**config.mk**
```make
export PLATFORM = sky130hd
export DESIGN_NAME = sram_burst_sleep_control
export DESIGN_NICKNAME = d
export VERILOG_FILES = /design/src/hw/sram_burst_pkg.sv /design/src/hw/burst_counter.sv /design/src/hw/sram_burst_sleep_control.sv
export SDC_FILE = /design/constraint.sdc
export NUM_CORES = 1
export LEC_CHECK = 0
export BUFFER_PORTS_ARGS = -buffer_cell sky130_fd_sc_hd__buf_2
export CORE_MARGIN = 2
export CORE_UTILIZATION = 39
export DETAILED_ROUTE_END_ITERATION = 6
export PLACE_DENSITY = 0.73
export SLEW_MARGIN = 20
export SYNTH_ARGS = -nofsm -noshare
export SYNTH_HDL_FRONTEND = slang
export SYNTH_SLANG_ARGS = --single-unit
export TNS_END_PERCENT = 100
```
**constraint.sdc**
```tcl
create_clock -name clk_i -period 2.25 [get_ports clk_i]
set_clock_uncertainty 0.15 [all_clocks]
set_input_delay 0.3375 -clock clk_i [delete_from_list [all_inputs] [get_ports clk_i]]
set_output_delay 0.3375 -clock clk_i [all_outputs]
set_load 0.02 [all_outputs]
```
**src/hw/sram_burst_pkg.sv**
```systemverilog
// constants, field layouts and carrier types for the burst/sleep control block
// assumes a 10 MHz clk_i and an AXI4-Lite master with 32-bit data
package sram_burst_pkg;

	// ----------------------------------------------------------------
	// widths
	// ----------------------------------------------------------------
	localparam int ADDR_W  = 20;
	localparam int BW_W    = 4;
	localparam int AXI_AW  = 8;
	localparam int AXI_DW  = 32;

	// ----------------------------------------------------------------
	// register offsets (byte addresses)
	// ----------------------------------------------------------------
	localparam logic [AXI_AW-1:0] CTRL_OFS   = 8'h00;
	localparam logic [AXI_AW-1:0] STATUS_OFS = 8'h04;
	localparam logic [AXI_AW-1:0] ADDR_OFS   = 8'h08;

	// ----------------------------------------------------------------
	// control fields
	// ----------------------------------------------------------------
	localparam int CTRL_OVR_BIT   = 0;
	localparam int CTRL_ORDER_BIT = 1;
	localparam int CTRL_MODE_BIT  = 2;
	localparam logic [2:0] CTRL_RST = 3'h0;

	// ----------------------------------------------------------------
	// status fields
	// ----------------------------------------------------------------
	localparam int STAT_ASLEEP_BIT  = 0;
	localparam int STAT_RECOVER_BIT = 1;
	localparam int STAT_ORDER_BIT   = 2;
	localparam int STAT_MODE_BIT    = 3;
	localparam int STAT_STATE_LSB   = 4;
	localparam int STAT_LOW_LSB     = 8;

	// ----------------------------------------------------------------
	// strap reset values: pull-up on output mode, pull-down on sleep
	// ----------------------------------------------------------------
	localparam logic ORDER_RST = 1'b0;
	localparam logic MODE_RST  = 1'b1;
	localparam logic SLEEP_RST = 1'b0;

	// ----------------------------------------------------------------
	// AXI responses
	// ----------------------------------------------------------------
	localparam logic [1:0] RESP_OKAY   = 2'h0;
	localparam logic [1:0] RESP_SLVERR = 2'h2;

	// ----------------------------------------------------------------
	// timing
	// ----------------------------------------------------------------
	localparam int CLK_PERIOD_NS     = 100;
	localparam int SLEEP_RECOVERY_NS = 200;
	localparam int SLEEP_RECOVERY_CYC_I =
		(SLEEP_RECOVERY_NS + CLK_PERIOD_NS - 1) / CLK_PERIOD_NS < 1 ? 1 :
		(SLEEP_RECOVERY_NS + CLK_PERIOD_NS - 1) / CLK_PERIOD_NS;
	localparam logic [7:0] SLEEP_RECOVERY_CYC = SLEEP_RECOVERY_CYC_I[7:0];

	// ----------------------------------------------------------------
	// carriers
	// ----------------------------------------------------------------
	typedef struct packed {
		logic              clk_en_n;
		logic              chip_select_first_n;
		logic              chip_select_second;
		logic              chip_select_third_n;
		logic              write_n;
		logic [BW_W-1:0]   byte_write_n;
		logic              burst_step_or_load;
		logic [ADDR_W-1:0] addr;
	} sram_cmd_t;

	typedef struct packed {
		logic              rd;
		logic              wr;
		logic [BW_W-1:0]   byte_write_n;
		logic [ADDR_W-1:0] addr;
	} core_access_t;

	typedef enum logic [2:0] {
		ST_DESEL = 3'b001,
		ST_READ  = 3'b010,
		ST_WRITE = 3'b100
	} ctrl_state_t;

endpackage

```
**src/hw/burst_counter.sv**
```systemverilog
// two-bit burst address sequencer, linear or interleaved
// assumes load and step are never high together
`timescale 1ns/100ps
`default_nettype none
module burst_counter (
	// clock and reset
	input  wire logic       clk_i,
	input  wire logic       rst_n_i,
	// control
	input  wire logic       load_i,
	input  wire logic       step_i,
	input  wire logic [1:0] start_i,
	input  wire logic       interleave_i,
	// sequence
	output logic      [1:0] low_o
);
	logic [1:0] start_r;
	logic [1:0] count_r;

	always_ff @(posedge clk_i or negedge rst_n_i) begin
		if (!rst_n_i) begin
			start_r <= 2'h0;
			count_r <= 2'h0;
		end else if (load_i) begin
			start_r <= start_i;
			count_r <= 2'h0;
		end else if (step_i) begin
			// natural 2-bit wrap brings the fourth step back to the start
			count_r <= count_r + 2'h1;
		end
	end

	assign low_o = interleave_i ? (start_r ^ count_r) : (start_r + count_r);
endmodule
`default_nettype wire

```
**src/hw/sram_burst_sleep_control.sv**
```systemverilog
// burst, mode-strap and sleep control for a no-turnaround synchronous SRAM
// assumes the command bus is driven from logic on clk_i; straps and sleep are pins
//
// Behaviour
// - step high advances counter, uses its address
// - step low loads external burst start address
// - four addresses, fourth step returns to start
// - order strap low: linear low-bit sequence
// - mode strap low flow-through, high pipelined
// - sleep low active, high standby, default active
// - sleep after two cycles, state kept
// - asleep: deselected, inputs ignored, outputs off
// - sleep input is asynchronous and active high
// - hold cycle freezes both state machines; here a wake cycle still clears both, even during a hold
// - two-bit counter steps on every read or write continue, not on a deselect continue
// - continue shares controls; deselect continue needs deselect
// - begin read: enabled, selected, no write, load
//
// The AXI4-Lite interface to the registers and the register addresses were chosen for this implementation.
`timescale 1ns/100ps
`default_nettype none
module sram_burst_sleep_control
	import sram_burst_pkg::*;
(
	// clock and reset
	input  wire logic              clk_i,
	input  wire logic              rst_n_i,
	// synchronous command bus from the memory controller
	input  wire sram_cmd_t         cmd_i,
	// strap and sleep pins
	input  wire logic              burst_order_strap_i,
	input  wire logic              output_mode_strap_i,
	input  wire logic              sleep_request_i,
	// toward the memory core and data pins
	output core_access_t           access_o,
	output logic                   dq_oe_o,
	output logic                   wr_data_take_o,
	output logic                   asleep_o,
	// AXI4-Lite write address
	input  wire logic              s_axi_awvalid,
	output logic                   s_axi_awready,
	input  wire logic [AXI_AW-1:0] s_axi_awaddr,
	input  wire logic [2:0]        s_axi_awprot,
	// AXI4-Lite write data
	input  wire logic              s_axi_wvalid,
	output logic                   s_axi_wready,
	input  wire logic [AXI_DW-1:0] s_axi_wdata,
	input  wire logic [3:0]        s_axi_wstrb,
	// AXI4-Lite write response
	output logic                   s_axi_bvalid,
	input  wire logic              s_axi_bready,
	output logic [1:0]             s_axi_bresp,
	// AXI4-Lite read address
	input  wire logic              s_axi_arvalid,
	output logic                   s_axi_arready,
	input  wire logic [AXI_AW-1:0] s_axi_araddr,
	input  wire logic [2:0]        s_axi_arprot,
	// AXI4-Lite read data
	output logic                   s_axi_rvalid,
	input  wire logic              s_axi_rready,
	output logic [AXI_DW-1:0]      s_axi_rdata,
	output logic [1:0]             s_axi_rresp
);

	// ----------------------------------------------------------------
	// declarations
	// ----------------------------------------------------------------
	logic [2:0]        pin_meta_r;
	logic [2:0]        pin_sync_r;
	logic              asleep;
	logic              asleep_d_r;
	logic              wake;
	logic [7:0]        recover_cnt_r;
	logic [2:0]        ctrl_r;
	logic              order_eff;
	logic              mode_eff;
	ctrl_state_t       state_r;
	ctrl_state_t       state_nxt;
	logic              hold;
	logic              selected;
	logic              do_load;
	logic              do_step;
	logic              rd_issue;
	logic              wr_issue;
	logic [1:0]        burst_low;
	logic [ADDR_W-1:0] base_addr_r;
	logic              access_rd_r;
	logic              access_wr_r;
	logic [BW_W-1:0]   access_bw_r;
	logic              access_live_r;
	logic              ft_oe_r;
	logic              pl_stage_r;
	logic              pl_oe_r;
	logic              ft_wr_r;
	logic              pl_wr1_r;
	logic              pl_wr2_r;
	logic              aw_take;
	logic              ar_take;
	logic [AXI_DW-1:0] rd_word;
	logic              rd_hit;

	// ----------------------------------------------------------------
	// pin synchronisers: order, mode, sleep
	// ----------------------------------------------------------------
	// sleep acts without regard to commands but is still sampled twice;
	// the two flops give the two-cycle entry latency
	always_ff @(posedge clk_i or negedge rst_n_i) begin
		if (!rst_n_i) begin
			pin_meta_r <= {SLEEP_RST, MODE_RST, ORDER_RST};
			pin_sync_r <= {SLEEP_RST, MODE_RST, ORDER_RST};
			asleep_d_r <= SLEEP_RST;
		end else begin
			pin_meta_r <= {sleep_request_i, output_mode_strap_i, burst_order_strap_i};
			pin_sync_r <= pin_meta_r;
			asleep_d_r <= pin_sync_r[2];
		end
	end

	assign asleep = pin_sync_r[2];
	assign wake   = asleep_d_r && !asleep;

	// recovery is only reported; keeping to read/deselect meanwhile is the controller's job
	always_ff @(posedge clk_i or negedge rst_n_i) begin
		if (!rst_n_i) begin
			recover_cnt_r <= 8'h00;
		end else if (asleep) begin
			recover_cnt_r <= 8'h00;
		end else if (wake) begin
			recover_cnt_r <= SLEEP_RECOVERY_CYC;
		end else if (recover_cnt_r != 8'h00) begin
			recover_cnt_r <= recover_cnt_r - 8'h01;
		end
	end

	// ----------------------------------------------------------------
	// effective modes: software may override the straps
	// ----------------------------------------------------------------
	assign order_eff = ctrl_r[CTRL_OVR_BIT] ? ctrl_r[CTRL_ORDER_BIT] : pin_sync_r[0];
	assign mode_eff  = ctrl_r[CTRL_OVR_BIT] ? ctrl_r[CTRL_MODE_BIT] : pin_sync_r[1];

	// ----------------------------------------------------------------
	// command decode
	// ----------------------------------------------------------------
	// asleep everything but the sleep pin is ignored
	assign hold     = cmd_i.clk_en_n || asleep;
	assign selected = !cmd_i.chip_select_first_n && cmd_i.chip_select_second
		&& !cmd_i.chip_select_third_n;

	always_comb begin
		state_nxt = state_r;
		do_load   = 1'b0;
		do_step   = 1'b0;
		rd_issue  = 1'b0;
		wr_issue  = 1'b0;
		if (!cmd_i.burst_step_or_load) begin
			if (selected && cmd_i.write_n) begin
				state_nxt = ST_READ;
				do_load   = 1'b1;
				rd_issue  = 1'b1;
			end else if (selected && (cmd_i.byte_write_n != {BW_W{1'b1}})) begin
				state_nxt = ST_WRITE;
				do_load   = 1'b1;
				wr_issue  = 1'b1;
			end else begin
				// deselect or write abort at begin of burst
				state_nxt = ST_DESEL;
			end
		end else begin
			// continue cycles ignore select and write_n alike; a write continue still reads byte_write_n
			unique case (state_r)
				ST_DESEL: state_nxt = ST_DESEL;
				ST_READ: begin
					do_step  = 1'b1;
					rd_issue = 1'b1;
				end
				ST_WRITE: begin
					do_step  = 1'b1;
					wr_issue = cmd_i.byte_write_n != {BW_W{1'b1}};
				end
				default: begin
					state_nxt = ST_DESEL;
				end
			endcase
		end
	end

	// ----------------------------------------------------------------
	// read/write control state machine
	// ----------------------------------------------------------------
	always_ff @(posedge clk_i or negedge rst_n_i) begin
		if (!rst_n_i) begin
			state_r <= ST_DESEL;
		end else if (wake) begin
			state_r <= ST_DESEL;
		end else if (!hold) begin
			state_r <= state_nxt;
		end
	end

	// ----------------------------------------------------------------
	// burst address
	// ----------------------------------------------------------------
	always_ff @(posedge clk_i or negedge rst_n_i) begin
		if (!rst_n_i) begin
			base_addr_r <= {ADDR_W{1'b0}};
		end else if (!hold && do_load) begin
			base_addr_r <= cmd_i.addr;
		end
	end

	burst_counter u_burst (
		.clk_i        (clk_i),
		.rst_n_i      (rst_n_i),
		.load_i       (!hold && do_load),
		.step_i       (!hold && do_step),
		.start_i      (cmd_i.addr[1:0]),
		.interleave_i (order_eff),
		.low_o        (burst_low)
	);

	// ----------------------------------------------------------------
	// access strobes toward the core, one cycle each
	// ----------------------------------------------------------------
	always_ff @(posedge clk_i or negedge rst_n_i) begin
		if (!rst_n_i) begin
			access_rd_r   <= 1'b0;
			access_wr_r   <= 1'b0;
			access_bw_r   <= {BW_W{1'b1}};
			access_live_r <= 1'b0;
		end else begin
			access_rd_r   <= !hold && rd_issue;
			access_wr_r   <= !hold && wr_issue;
			access_live_r <= !hold && (rd_issue || wr_issue);
			if (!hold) begin
				access_bw_r <= cmd_i.byte_write_n;
			end
		end
	end

	// address shows the counter value after the load or step edge
	assign access_o.rd           = access_rd_r;
	assign access_o.wr           = access_wr_r;
	assign access_o.byte_write_n = access_bw_r;
	assign access_o.addr         = access_live_r ? {base_addr_r[ADDR_W-1:2], burst_low} : {ADDR_W{1'b0}};

	// ----------------------------------------------------------------
	// data I/O state: output enable and write data timing
	// ----------------------------------------------------------------
	// a hold keeps a driving read bus driving and a write bus released
	always_ff @(posedge clk_i or negedge rst_n_i) begin
		if (!rst_n_i) begin
			ft_oe_r    <= 1'b0;
			pl_stage_r <= 1'b0;
			pl_oe_r    <= 1'b0;
			ft_wr_r    <= 1'b0;
			pl_wr1_r   <= 1'b0;
			pl_wr2_r   <= 1'b0;
		end else if (wake || !hold) begin
			ft_oe_r    <= !wake && rd_issue;
			pl_stage_r <= !wake && rd_issue;
			pl_oe_r    <= !wake && pl_stage_r;
			ft_wr_r    <= !wake && wr_issue;
			pl_wr1_r   <= !wake && wr_issue;
			pl_wr2_r   <= !wake && pl_wr1_r;
		end
	end

	assign dq_oe_o        = !asleep && (mode_eff ? pl_oe_r : ft_oe_r);
	assign wr_data_take_o = !hold && (mode_eff ? pl_wr2_r : ft_wr_r);
	assign asleep_o       = asleep;

	// ----------------------------------------------------------------
	// AXI4-Lite slave
	// ----------------------------------------------------------------
	// address and data are taken together; costs nothing for a register file
	assign aw_take       = s_axi_awvalid && s_axi_wvalid && !s_axi_bvalid;
	assign s_axi_awready = aw_take;
	assign s_axi_wready  = aw_take;
	assign ar_take       = s_axi_arvalid && !s_axi_rvalid;
	assign s_axi_arready = !s_axi_rvalid;

	always_ff @(posedge clk_i or negedge rst_n_i) begin
		if (!rst_n_i) begin
			ctrl_r <= CTRL_RST;
		end else if (aw_take && s_axi_awaddr == CTRL_OFS && s_axi_wstrb[0]) begin
			ctrl_r <= s_axi_wdata[2:0];
		end
	end

	always_ff @(posedge clk_i or negedge rst_n_i) begin
		if (!rst_n_i) begin
			s_axi_bvalid <= 1'b0;
			s_axi_bresp  <= RESP_OKAY;
		end else if (aw_take) begin
			s_axi_bvalid <= 1'b1;
			s_axi_bresp  <= (s_axi_awaddr == CTRL_OFS) ? RESP_OKAY : RESP_SLVERR;
		end else if (s_axi_bready) begin
			s_axi_bvalid <= 1'b0;
		end
	end

	always_comb begin
		rd_word = {AXI_DW{1'b0}};
		rd_hit  = 1'b1;
		unique case (s_axi_araddr)
			CTRL_OFS: rd_word[2:0] = ctrl_r;
			STATUS_OFS: begin
				rd_word[STAT_ASLEEP_BIT]                  = asleep;
				rd_word[STAT_RECOVER_BIT]                 = recover_cnt_r != 8'h00;
				rd_word[STAT_ORDER_BIT]                   = order_eff;
				rd_word[STAT_MODE_BIT]                    = mode_eff;
				rd_word[STAT_STATE_LSB+2:STAT_STATE_LSB]  = state_r;
				rd_word[STAT_LOW_LSB+1:STAT_LOW_LSB]      = burst_low;
			end
			ADDR_OFS: rd_word[ADDR_W-1:0] = {base_addr_r[ADDR_W-1:2], burst_low};
			default: rd_hit = 1'b0;
		endcase
	end

	always_ff @(posedge clk_i or negedge rst_n_i) begin
		if (!rst_n_i) begin
			s_axi_rvalid <= 1'b0;
			s_axi_rdata  <= {AXI_DW{1'b0}};
			s_axi_rresp  <= RESP_OKAY;
		end else if (ar_take) begin
			s_axi_rvalid <= 1'b1;
			s_axi_rdata  <= rd_word;
			s_axi_rresp  <= rd_hit ? RESP_OKAY : RESP_SLVERR;
		end else if (s_axi_rready) begin
			s_axi_rvalid <= 1'b0;
		end
	end

endmodule
`default_nettype wire

```
==> reports/results.md <==
| Quantity | This run |
|:---|:---|
| Count of flip-flops with a built-in enable after synthesis | 0 |
| Period Utilization, post-route | 0.950 |
| Primary FF master, synth | dfrtp_1 |
| Cell area after synthesis | 3560 um2 |
| HPWL Detailed | 5840 um |
| Total number of clock tree sinks | 78 |
| Maximum number of pins on one net before global-route repair | 54 |
| Critical path endpoint category | output port |
| Worst setup slack for register-to-register paths | 0.27 ns |
| Capture instance of the worst register-to-register path | recover_cnt_r[1] |
| Post-synth ARST share | 1.00 |
| Total Negative Setup Slacks | 0 ns |
| Highest-count cells in the layout ignoring fill and taps | buf_2, dfrtp_1, mux2_2, o21ai_0, and2_1 |
| Ratio of total power to cell area | 769 nW/um2 |
| Worst-case reg-to-reg path depth | 4 |
| Most heavily used metal layer in global routing | met2 |
| Maximum vdd drop | 0.000430 V |
| Slew Limit Headroom | 0.600 |
| Gr usage total | 0.165 |
| Synth top area share | 0.498 |
| H-tree level count | 3 |
| Critical path data required time | 1.76 ns |
| Launch instance of the worst register-to-register path | recover_cnt_r[4] |
| Post-CTS repair timing setup buffer count | 0 |
| WHS Path Cells | 2 |
| Static leakage | 2.36 nW |
| M3 GR Usage | 0.0253 |
| Number of buffers inserted during clock tree synthesis | 9 |
| Global-route wire length before repair | 13,000 um |
| Clock tree root buffer cell | clkbuf_8 |
| DR vias | 2,668 |
| Diodes inserted | 0 |
| Clock tree from TritonCTS | yes |
| Achievable clock frequency | 468 MHz |
| Critical Path Source Type | register |
| Post-DR vias/cell | 4.89 |
| Overall die width | 99.6 um |
| Leading post-synthesis cells by cell area | dfrtp_1, mux2_2, dfstp_2 |
| Post-route minimum period | 2.14 ns |
| Sw power | 945 uW |
| DRC violation count after routing | 0 |
| Port Buffer Count | 115 |
| Post-Route Hold Slack | 0.0244 ns |
| Finish-stage setup viols | 0 |
| Drt first-iter violations | 83 |
| Cell-internal power | 2.53 mW |
| Relative contribution of combinational cells to total power | 0.187 |
| Share of synthesized area occupied by flip-flops and latches | 0.550 |
| Hold worst-path end | s_axi_rvalid |
| Worst Path Max Fanout | 4 |
| Total of warnings raised by yosys | 0 |
| M1 GR Usage | 0.212 |
| Launch instance of the worst min-delay path | s_axi_rready |
| Router iterations before antenna repair | 4 |
| Clock buffer depth | 2 |
| Die area | 9920 um2 |
| Clk_lat worst skew | 0.34 ns |
| Final number of hold-violating endpoints | 0 |
| Tot Pwr | 3.48 mW |
| Synthesized instance count | 308 |
| Crit path kind | register to output port |
| Distinct cell type count of the synthesized netlist | 43 |
| Area of the core region | 8810 um2 |
| Net count of the finished layout | 534 |
| GR Overflow Total | 0 |
| Synth-to-Final Area Change | 26.9% |
| Average detailed-routed wire length per instance | 14.5 um |
| Proportion of power drawn by flip-flops and latches | 0.471 |
| Clock transition time at the flip-flop clock pins of the worst setup and hold paths | 0.08 ns |
| Unrepaired setup endpoints after global routing | no |
| Switching Fraction | 0.272 |
| Area taken by multi-input logic gates | 1440 um2 |
| Grt met2 use | 0.273 |
| Avg Inst Size Synth | 11.6 um2 |
| Starting density of the core | 0.405 |
| Placer congestion estimate | 0.811 |
| Proportion of power drawn by the clock network | 0.342 |
| Sequential cell area in the final layout | 1960 um2 |
| Row count | 34 |
| Die Y-Extent | 99.6 um |
| Initial antenna violation count | 0 |
| Yosys top cell by area | dfrtp_1 |
| Antenna violation net count after detailed routing | 0 |
| Data arrival time of the critical path | 1.65 ns |
| Max-cap violations | 0 |
| Run status | finished, final reports clean |
| Kind of path behind the tightest hold check | input pin to register |
| Yosys reg bits | 78 |
| Number of top-level design ports | 168 |
| Count of filler cells inserted in the layout | 792 |
| Fraction of layout instances using a drive strength above 1 | 0.427 |
| Most common cell after layout, fill and taps aside | buf_2 |
| Post-Route WL | 7920 um |
| Via count of the first global-routing pass | 2,710 |
| Final Max Slew Viols | 0 |
| Worst Tran Pin Value | 0.600 ns |
[timing repair]
| action | CTS | global route |
|---|---|---|
| hold buffers | 4 | 0 |
| gates resized for setup | 0 | 2 |
| endpoints found under the setup margin | 0 | 1 |
| hold endpoints to repair | 28 | 0 |
[worst max-delay path by stage]
stage	from	to	slack [ns]	depth (start not counted)
final	ctrl_r[0]	access_o[1]	0.11	5
after global routing	ctrl_r[0]	access_o[1]	0.009	5
after CTS	ctrl_r[0]	access_o[1]	0.02	5
after detailed placement	s_axi_araddr[1]	s_axi_rdata[1]	0.25	5
after global placement	s_axi_araddr[1]	s_axi_rdata[1]	0.25	5
after floorplan	recover_cnt_r[4]	recover_cnt_r[1]	0.31	4
[worst max-delay path: stages, from the launching register on]
cell     delay [ns]
dfrtp_1        0.42
mux2i_2        0.29
nand2_1        0.13
xnor2_2        0.16
nor2b_1        0.13
buf_2          0.18
[stage by stage]
stage	setup slack (ns)	cells	area, um2	utilization
after global routing	0.00948	546	4520	0.514
after floorplan	0.313	321	3610	-
after global placement	0.245	526	4240	0.481
final	0.112	546	4520	0.514
after CTS	0.0154	546	4510	0.512
after detailed placement	0.246	526	4240	0.481
[cell type report]
type                            count  area share
Sequential cell                    78       0.433
Multi-Input combinational cell    202       0.318
Timing Repair Buffer              130       0.158
Clock buffer                       11      0.0335
Tap cell                          108      0.0299
Clock inverter                      5      0.0180
Inverter                           12     0.00996
[sequential cells by signal (all words and copies together) (netlist names), 3 cells and up]
| name | count |
|---|---|
| ctrl_r | 3 |
| recover_cnt_r | 8 |
| pin_meta_r | 3 |
| access_bw_r | 4 |
| state_r | 3 |
| base_addr_r | 19 |
| s_axi_rdata | 20 |
| pin_sync_r | 3 |
[synthesized netlist by cell type, drive strengths merged (5+ instances only)]
cell type / instances
dfstp: 7
a22o: 12
dfrtp: 71
nand3: 5
clkbuf: 9
and2: 21
inv: 12
buf: 20
mux2: 29
xnor2: 5
nor2b: 6
nand2: 9
a22oi: 8
nor3: 7
nor2: 17
o21ai: 23
mux2i: 7
[logic make-up after synthesis]
kind of cell | synth area share
simple gates | 0.135
flops | 0.550
buf+inv | 0.0639
mux | 0.111
compound gates | 0.106
xor+xnor | 0.0221
fa+ha+maj | 0.0105
other cells | 0.00105
[power by group through the flow]
| stage | combinational (mW) | clock, mW | sequential (mW) |
|---|---|---|---|
| finish | 0.652 | 1.19 | 1.64 |
| detailed placement | 0.645 | 0 | 1.66 |
| CTS | 0.653 | 1.23 | 1.64 |
| global route | 0.721 | 1.29 | 1.66 |
| global placement | 0.623 | 0 | 1.65 |
| floorplan | 0.417 | 0 | 1.67 |
[per-layer routing]
metal | vias up | share of wire
met3 | 13 | 0.043
met2 | 84 | 0.49
met4 | 0 | 0.021
met1 | 1276 | 0.44
li1 | 1295 | -
met5 | - | 0
No activity file was read; power rests on OpenSTA's default activity.
